$ cat src/common/ctb_pkg.sv
// Constants, register map and state carrier for the transmit buffer control block
package ctb_pkg;

  localparam int unsigned NBUF = 3;

  // Register byte offsets
  localparam logic [7:0] OFS_EMPTY_FLAGS = 8'h06;
  localparam logic [7:0] OFS_TX_EMPTY_IRQ_ENABLE = 8'h07;
  localparam logic [7:0] OFS_ABORT_REQUEST = 8'h08;
  localparam logic [7:0] OFS_ABORT_ACKNOWLEDGE = 8'h09;
  localparam logic [7:0] OFS_BUFFER_SELECT = 8'h0a;
  localparam logic [7:0] OFS_EVT_STATUS = 8'h10;
  localparam logic [7:0] OFS_EVT_ENABLE = 8'h11;
  localparam logic [7:0] OFS_EVT_CLEAR = 8'h12;

  // Transmit window: byte addresses WIN_BASE .. WIN_BASE + 15, matched through WIN_MASK
  localparam logic [7:0] WIN_BASE = 8'h20;
  localparam logic [7:0] WIN_MASK = 8'hf0;

  // Reset values
  localparam logic [2:0] EMPTY_RST = 3'h7;
  localparam logic [2:0] TXEIE_RST = 3'h0;
  localparam logic [2:0] ABRQ_RST = 3'h0;
  localparam logic [2:0] ABAK_RST = 3'h0;
  localparam logic [2:0] BSEL_RST = 3'h0;
  localparam logic [2:0] EVT_RST = 3'h0;
  localparam logic [7:0] RDATA_RST = 8'h00;

  // Event status bit positions
  localparam int unsigned EVT_SENT = 0;
  localparam int unsigned EVT_ABORTED = 1;
  localparam int unsigned EVT_BLOCKED = 2;

  // Register bus request
  typedef struct packed {
    logic [7:0] addr;
    logic [7:0] wdata;
    logic wr;
    logic rd;
  } ctb_bus_req_t;

  // Protocol engine report, one bit per buffer
  typedef struct packed {
    logic [NBUF-1:0] sent;
    logic [NBUF-1:0] active;
  } ctb_eng_rpt_t;

  // Whole state of the block
  typedef struct packed {
    logic [NBUF-1:0] empty;
    logic [NBUF-1:0] txeie;
    logic [NBUF-1:0] abrq;
    logic [NBUF-1:0] abak;
    logic [NBUF-1:0] bsel;
    logic [2:0] evt_st;
    logic [2:0] evt_en;
    logic [7:0] rdata;
  } ctb_state_t;

endpackage : ctb_pkg

$ cat src/ctb_tx_buffer_control.sv
// Transmit buffer control: enables, abort request/acknowledge, buffer select, window gate
`timescale 1ns/100ps

module ctb_tx_buffer_control (
  input wire logic mclk_i, // 40 MHz module clock
  input wire logic rst_n_i, // Asynchronous reset, active low
  input wire logic [7:0] addr_i, // Register byte address
  input wire logic [7:0] wdata_i, // Write data
  input wire logic wr_i, // Write strobe
  input wire logic rd_i, // Read strobe
  output logic [7:0] rdata_o, // Read data, cycle after the read strobe
  input wire logic init_request_i, // Init mode request
  input wire logic init_acknowledge_i, // Init mode acknowledge
  input wire logic [2:0] eng_sent_i, // Engine: buffer sent successfully, pulse
  input wire logic [2:0] eng_active_i, // Engine: buffer transmission under way
  output logic [2:0] scheduled_o, // Buffers scheduled for transmission
  output logic [2:0] abort_req_o, // Pending abort requests
  output logic [2:0] window_sel_o, // One-hot buffer mapped into the window
  output logic window_open_o, // Window accessible now
  output logic win_wr_o, // Window write strobe, granted
  output logic win_rd_o, // Window read strobe, granted
  output logic [3:0] win_addr_o, // Byte index inside the window
  output logic [7:0] win_wdata_o, // Window write data
  input wire logic [7:0] win_rdata_i, // Window read data, same cycle as win_rd_o
  output logic tx_empty_irq_o, // Transmitter empty interrupt request
  output logic irq_o // Event interrupt, level
);

  ctb_pkg::ctb_state_t state_reg;
  ctb_pkg::ctb_state_t state_next;
  ctb_pkg::ctb_bus_req_t req;
  ctb_pkg::ctb_eng_rpt_t rpt;

  logic init_mode;
  logic wr_ok;
  logic win_hit;
  logic [2:0] grant;
  logic [2:0] sent;
  logic [2:0] empty_set;
  logic [2:0] empty_clr;
  logic [2:0] evt_set;
  logic [2:0] evt_clr;
  logic [2:0] wr_low;

  assign req = '{addr: addr_i, wdata: wdata_i, wr: wr_i, rd: rd_i};
  assign rpt = '{sent: eng_sent_i, active: eng_active_i};

  // ****************************************************************
  // Mode and decode
  // ****************************************************************
  assign init_mode = init_request_i & init_acknowledge_i;
  // Half-way between modes: transmit registers neither held nor writable
  assign wr_ok = ~init_request_i & ~init_acknowledge_i;
  assign win_hit = (req.addr & ctb_pkg::WIN_MASK) == ctb_pkg::WIN_BASE;

  // Lowest one bit of the written select value
  assign wr_low = req.wdata[2:0] & (~req.wdata[2:0] + 3'h1);

  // ****************************************************************
  // Buffer events
  // ****************************************************************
  // Sent has priority: a buffer that completes is not counted as aborted
  assign sent = rpt.sent & ~state_reg.empty;
  // Abort granted while the buffer is idle on the bus, incl. after lost arbitration
  assign grant = state_reg.abrq & ~state_reg.empty & ~rpt.active & ~sent
    & {3{~init_mode}};
  assign empty_set = sent | grant;
  assign empty_clr = (wr_ok && req.wr && req.addr == ctb_pkg::OFS_EMPTY_FLAGS)
    ? req.wdata[2:0] : 3'h0;

  assign evt_set[ctb_pkg::EVT_SENT] = |sent;
  assign evt_set[ctb_pkg::EVT_ABORTED] = |grant;
  assign evt_set[ctb_pkg::EVT_BLOCKED] = win_hit & (req.wr | req.rd) & ~window_open_o;
  assign evt_clr = (req.wr && req.addr == ctb_pkg::OFS_EVT_CLEAR) ? req.wdata[2:0] : 3'h0;

  // ****************************************************************
  // Transmit window gate
  // ****************************************************************
  assign window_sel_o = state_reg.bsel;
  // Scheduled buffers are owned by the engine, so the CPU keeps its hands off
  assign window_open_o = |(state_reg.bsel & state_reg.empty);
  assign win_wr_o = req.wr & win_hit & window_open_o;
  assign win_rd_o = req.rd & win_hit & window_open_o;
  assign win_addr_o = req.addr[3:0];
  assign win_wdata_o = req.wdata;

  // ****************************************************************
  // Next state
  // ****************************************************************
  always_comb begin
    state_next = state_reg;

    // Empty flags: hardware set wins over software clear
    state_next.empty = (state_reg.empty & ~empty_clr) | empty_set;

    if (wr_ok && req.wr) begin
      unique case (req.addr)
        ctb_pkg::OFS_TX_EMPTY_IRQ_ENABLE: begin
          state_next.txeie = req.wdata[2:0];
        end
        ctb_pkg::OFS_ABORT_REQUEST: begin
          // Ones only add, and only for buffers still scheduled
          state_next.abrq = state_reg.abrq | (req.wdata[2:0] & ~state_reg.empty);
        end
        ctb_pkg::OFS_BUFFER_SELECT: begin
          state_next.bsel = wr_low;
        end
        default: begin
        end
      endcase
    end

    if (req.wr && req.addr == ctb_pkg::OFS_EVT_ENABLE) begin
      state_next.evt_en = req.wdata[2:0];
    end

    // Abort requests die with the empty flag
    state_next.abrq = state_next.abrq & ~state_next.empty;
    // Acknowledge set on grant, dropped when the buffer is scheduled again
    state_next.abak = (state_reg.abak | grant) & state_next.empty;

    // Sticky events, set wins over clear
    state_next.evt_st = (state_reg.evt_st & ~evt_clr) | evt_set;

    // Read data stands one cycle only
    state_next.rdata = ctb_pkg::RDATA_RST;
    if (req.rd) begin
      if (win_hit) begin
        state_next.rdata = window_open_o ? win_rdata_i : ctb_pkg::RDATA_RST;
      end else begin
        unique case (req.addr)
          ctb_pkg::OFS_EMPTY_FLAGS: state_next.rdata = {5'h00, state_reg.empty};
          ctb_pkg::OFS_TX_EMPTY_IRQ_ENABLE: state_next.rdata = {5'h00, state_reg.txeie};
          ctb_pkg::OFS_ABORT_REQUEST: state_next.rdata = {5'h00, state_reg.abrq};
          ctb_pkg::OFS_ABORT_ACKNOWLEDGE: state_next.rdata = {5'h00, state_reg.abak};
          ctb_pkg::OFS_BUFFER_SELECT: state_next.rdata = {5'h00, state_reg.bsel};
          ctb_pkg::OFS_EVT_STATUS: state_next.rdata = {5'h00, state_reg.evt_st};
          ctb_pkg::OFS_EVT_ENABLE: state_next.rdata = {5'h00, state_reg.evt_en};
          default: state_next.rdata = ctb_pkg::RDATA_RST;
        endcase
      end
    end

    // Init mode pins the transmit registers at their reset values
    if (init_mode) begin
      state_next.empty = ctb_pkg::EMPTY_RST;
      state_next.txeie = ctb_pkg::TXEIE_RST;
      state_next.abrq = ctb_pkg::ABRQ_RST;
      state_next.abak = ctb_pkg::ABAK_RST;
      state_next.bsel = ctb_pkg::BSEL_RST;
    end
  end

  always_ff @(posedge mclk_i or negedge rst_n_i) begin
    if (!rst_n_i) begin
      state_reg <= '{empty: ctb_pkg::EMPTY_RST, txeie: ctb_pkg::TXEIE_RST,
                     abrq: ctb_pkg::ABRQ_RST, abak: ctb_pkg::ABAK_RST,
                     bsel: ctb_pkg::BSEL_RST, evt_st: ctb_pkg::EVT_RST,
                     evt_en: ctb_pkg::EVT_RST, rdata: ctb_pkg::RDATA_RST};
    end else begin
      state_reg <= state_next;
    end
  end

  // ****************************************************************
  // Outputs
  // ****************************************************************
  assign rdata_o = state_reg.rdata;
  assign scheduled_o = ~state_reg.empty;
  assign abort_req_o = state_reg.abrq;
  // Level request while an enabled buffer is empty
  assign tx_empty_irq_o = |(state_reg.empty & state_reg.txeie);
  assign irq_o = |(state_reg.evt_st & state_reg.evt_en);
endmodule // ctb_tx_buffer_control

$ cat config.mk
export PLATFORM = sky130hd
export DESIGN_NAME = ctb_tx_buffer_control
export DESIGN_NICKNAME = d
export VERILOG_FILES = /design/src/common/ctb_pkg.sv /design/src/ctb_tx_buffer_control.sv
export SDC_FILE = /design/constraint.sdc
export NUM_CORES = 1
export LEC_CHECK = 0
export ABC_AREA = 0
export BUFFER_PORTS_ARGS = -buffer_cell sky130_fd_sc_hd__buf_2
export CORE_MARGIN = 2
export CORE_UTILIZATION = 53
export CTS_CLUSTER_SIZE = 25
export DETAILED_ROUTE_END_ITERATION = 10
export GPL_ROUTABILITY_DRIVEN = 0
export PLACE_DENSITY = 0.93
export SLEW_MARGIN = 20
export SYNTH_ARGS = -nofsm -noshare
export SYNTH_HDL_FRONTEND = slang
export SYNTH_SLANG_ARGS = --single-unit
$ cat constraint.sdc
create_clock -name mclk_i -period 4.7 [get_ports mclk_i]
set_clock_uncertainty 0.05 [all_clocks]
set_input_delay 0.235 -clock mclk_i [delete_from_list [all_inputs] [get_ports mclk_i]]
set_output_delay 0.235 -clock mclk_i [all_outputs]
set_load 0.02 [all_outputs]
* Word-level counts from Yosys, hierarchy flattened *
Index checks and enable logic that the tools add are counted.

word-level totals
  register bits = 29
  input bits = 36
  logic and storage cells = 83

cells by class
  add/subtract/negate cells = 1
  eq/ne operators = 9
  muxes and demuxes = 12
  bitwise logic cells = 39
  reductions and logical operators = 14

operator list
  kind                                                             number
  3-bit bitwise AND                                                14
  8-bit by 4-bit == test with 1-bit output, second input constant  3
  8-bit by 5-bit == test with 1-bit output, second input constant  3
  8-bit 2-to-1 mux                                                 3
  3-bit inverter                                                   7
  3-bit case mux with 7 select lines                               1
  3-bit 2-to-1 mux                                                 6
  8-bit by 3-bit == test with 1-bit output, second input constant  2
  15-bit 2-to-1 mux                                                1
  3-bit bitwise OR                                                 5
  3-bit OR reduction                                               5
  1-bit bitwise AND                                                8
  6-bit 2-to-1 mux                                                 1
  2-bit nonzero test                                               3
  4-bit by 2-bit == test with 1-bit output, second input constant  1
  1-bit logical AND                                                4
  1-bit inverter                                                   4
  2-bit AND reduction                                              2
  3-bit by 1-bit adder with 3-bit output, second input constant    1
  1-bit bitwise OR                                                 1

* Depth between registers and ports, before layout *
  depth after elaboration = 11
  gate-level depth with buffers = 6
  mapped depth without buffers = 4

* Worst setup path after synthesis *
OpenSTA, ideal clock, no wires.

  kind = input to output
  start = input addr_i[4]
  end = output win_wr_o
  arrival = 1.461 ns
  data required time = 4.415 ns
  slack = 2.954 ns
  stages = 3
  cells stage by stage = or4b_1 clkbuf_1 nor3b_1

on the way
  word-level cells in the longest chain between the ends = 3

RTL lines
  item                                      RTL line                     source
  start: declaration                        ctb_tx_buffer_control.sv:7   input wire logic [7:0] addr_i,
  4-bit by 2-bit == test with 1-bit output  ctb_tx_buffer_control.sv:54  assign win_hit = (req.addr & ctb_pkg::WIN_MASK) == ctb_pkg::WIN_BASE;
  1-bit bitwise AND (2 in series)           ctb_tx_buffer_control.sv:82  assign win_wr_o = req.wr & win_hit & window_open_o;
  end: declaration                          ctb_tx_buffer_control.sv:20  output logic win_wr_o,

Every way passes these cells.

* Final worst setup path *
  start = register state_reg (netlist bit window_sel_o[0])
  end = output win_rd_o

on the way
  word-level cells in the longest chain between the ends = 3

RTL lines
  item                      RTL line                      source
  start: declaration        ctb_tx_buffer_control.sv:29   ctb_pkg::ctb_state_t state_reg;
  start signal: assignment  ctb_tx_buffer_control.sv:156  state_reg <= '{empty: ctb_pkg::EMPTY_RST, txeie: ctb_pkg::TXEIE_RST,
  start signal: assignment  ctb_tx_buffer_control.sv:161  state_reg <= state_next;
  3-bit bitwise AND         ctb_tx_buffer_control.sv:81   assign window_open_o = |(state_reg.bsel & state_reg.empty);
  3-bit OR reduction        ctb_tx_buffer_control.sv:81
  1-bit bitwise AND         ctb_tx_buffer_control.sv:83   assign win_rd_o = req.rd & win_hit & window_open_o;
  end: declaration          ctb_tx_buffer_control.sv:21   output logic win_rd_o,

Every way passes these cells.

==> results by group <==
Worst setup path
  – Reg2Reg Depth: 3
  – Top delay family on crit path: compound AO/OA/AOI/OAI gates
  – CP Capture Type: output pin
  – CP Max Fanout: 7
  – WP data required: 4.41 ns
  – Buffers and inverters on the worst path: 1
  – Crit-path cells: a222oi_1 > nor3b_2 > buf_2
  – Setup CP Type: reg -> out
  – Levels on crit path: 3
  – Crit path largest cell delay: 0.84 ns
  – Critical-path top delay cell: a222oi_1
  – Arrival @ worst endpoint: 2.03 ns
  – Crit path launch type: register

Pwr
  – Sw power: between 0.1 and 0.15 mW
  – Clock group share of total power: between 30% and 40%
  – Switching part of the total: 25.9%
  – Lkg Pwr: approximately 1.1 nW
  – Part of the power in combinational logic: between 10% and 20%
  – Sequential share of power: 54.8%
  – Worst IR drop on VDD: 0.103 mV
  – PwrDens: 231 nW/µm²
  – Total internal power: 0.347 mW

Clock network
  – Clock Path Buffers: 2
  – Clock-pin slew on the worst setup and hold paths: 0.08 ns
  – CTS tree: built
  – Post-CTS resize count: 0
  – Clock Tree Root: clkbuf_4
  – Inserted Clock Buffers: 5
  – Post-CTS Hold Fix Bufs: 1
  – Clk_lat worst skew: 0.33 ns
  – Clk sink count: 29
  – CTS H-Tree Depth: 2
  – Postcts setup bufs: 0

Synth
  – Number of synthesized flops with an enable pin: 0
  – Area contributors post-synth: dfrtp_1, buf_4, mux2i_1
  – Register area share after synthesis: 39.8%
  – Post-synth top area cell: dfrtp_1
  – Mean Syn Cell Area: 9.40 µm²
  – Post-synth ARST share: 100%
  – Ys flop type: dfrtp_1
  – Yosys cell types: 40
  – Register bit total from synthesis: 29
  – Post-synth top area share: 35.5%
  – Mapped Cells: 195
  – Post-Syn Area: 1830 µm²
  – Commonest cells post-synth: buf_4, dfrtp_1, nand2_1, mux2i_1
  – Mapped Nets: 231
  – Synth Warn #: 0

Floorplanning
  – Core Rows: 21
  – Starting Density: 54.9%
  – Chip height: 62.8 µm
  – Number of I/O pins: 70
  – Die area: 3950 µm²
  – Core area: 3340 µm²
  – DIE WIDTH: between 60 and 70 µm

Detailed routing
  – # DRC: 0
  – WL final: 4.13 mm
  – Drt first pass iters: 4
  – DR top layer: met4
  – WL met1: 1.77 mm
  – Vias per cell: roughly 5.7
  – Routed vias: approximately 1600
  – DR iter-0 viols: 102
  – Metal2 WL: approximately 1.9 mm
  – Met3 wire len: 341 µm
  – WL/cell: ~15 µm
  – Final ANT Viol Nets: 0

Placed design
  – Number of port buffers: 59
  – Dpl hpwl: 3.08 mm
  – Pre-CTS setup slack: 2.72 ns

Global route
  – Vias in the first global route: 1431
  – Global-route wire length before repair: 6.73 mm
  – Initial antenna violation count: 0
  – Grt ovf: 0
  – Total Routing Usage GR: 22.2%
  – Largest net degree at the start of global routing: 30

Timing
  – Slew margin rel.: 37.8%
  – Setup_tns: 0 ns
  – Final period util: 49.2%
  – Worst Slack Setup Final: 2.39 ns
  – Worst-Margin Slew: 0.933 ns
  – Pins Over Slew Limit: 0
  – Final setup viols: 0
  – Min Tclk post-route: 2.31 ns
  – FMAX: approximately 430 MHz
  – RSZ-0062 raised after global routing: false
  – Hold Fails Final Rpt: 0

Layout
  – # fillers: 304
  – Diodes inserted: 0
  – Share of cells above drive strength 1: 33.8%
  – Area growth syn-to-layout: 10.3%
  – Max reg flops: 15
  – Nets: 264

Flow run
  – Maxcap violations: 0

Min path
  – Worst min path class: in -> reg
  – Hold path depth: 2

Outcome
  – Outcome: finished clean
-- worst paths after layout --
check,start,to,slack [ns]
min reg2reg,state_reg[11],state_reg[11],0.49
min,win_rdata_i[5],rdata_o[5],0.06
max,window_sel_o[0],win_rd_o,2.39
max reg2reg,window_sel_o[0],rdata_o[6],2.84
max in group asynchronous,rst_n_i,abort_req_o[1],3.78
min in group asynchronous,rst_n_i,abort_req_o[2],0.41
-- logic make-up (layout without fill, tap and decap cells) --
logic type             after synthesis  in the layout  synth area share [%]
AOI/OAI and AO/OA                   29             29                  12.0
and+or+nand+nor                     78             78                  25.3
muxes                               15             15                  8.40
buffers and inverters               44             77                  14.5
DFF                                 29             29                  39.8
-- power groups by stage --
stage               Clock (mW)  Combinational, mW  Sequential [mW]
global route             0.167             0.0660            0.257
CTS                      0.155             0.0594            0.256
finish                   0.152             0.0594            0.256
floorplan                    0             0.0403            0.260
global placement             0             0.0575            0.261
detailed placement           0             0.0585            0.261
-- routing by layer --
layer  track usage [%]  vias up
met5                 0        -
met4              10.6        0
met3              6.49       10
met2              33.5       76
met1              29.2      740
li1                  -      740
-- worst register-to-register path: stages, from the launching register on --
cell and delay, ns:
dfrtp_1 0.43, a222oi_1 0.84, nor3b_2 0.21, and2_1 0.22
-- placed cells by master, fill, tap and decap left out, types with 2 or more instances in the layout --
cell and instances:
buf_2 59, dfrtp_1 26, nand2_1 16, mux2i_1 12, inv_1 10, o21ai_0 10
nor2_1 8, nor3_1 7, nand3b_1 6, nand3_1 6, nor2b_1 6, and3_1 6
and2_1 5, clkbuf_4 5, a222oi_1 4, or4_1 3, o221a_1 3, mux2_2 3
dfstp_2 3, or4b_1 2, o2bb2ai_1 2, a32oi_1 2, a31oi_1 2, nor3b_1 2
nor4_2 2, o41ai_1 2, nand4_1 2
-- through the flow --
step / area (µm²) / power (mW) / hold WS [ns] / instances / util (%)
detailed placement: 1960 / 0.320 / 0.237 / 266 / 58.6
floorplan: 1830 / 0.301 / -0.111 / 195 / -
finish: 2020 / 0.468 / 0.0626 / 274 / 60.6
global placement: 1960 / 0.318 / 0.233 / 266 / 58.6
global route: 2020 / 0.490 / 0.0433 / 274 / 60.6
CTS: 2020 / 0.470 / 0.0551 / 274 / 60.6
-- area by class of cell --
type,count,area [µm²],share of cell area [%]
timing repair buffer,60,305,15.1
tap,46,57.6,2.85
inverter,10,37.5,1.86
clock buffer,7,55.1,2.72
multi-input combinational,122,837,41.4
sequential,29,729,36.1
(Power assumes the default switching activity.)
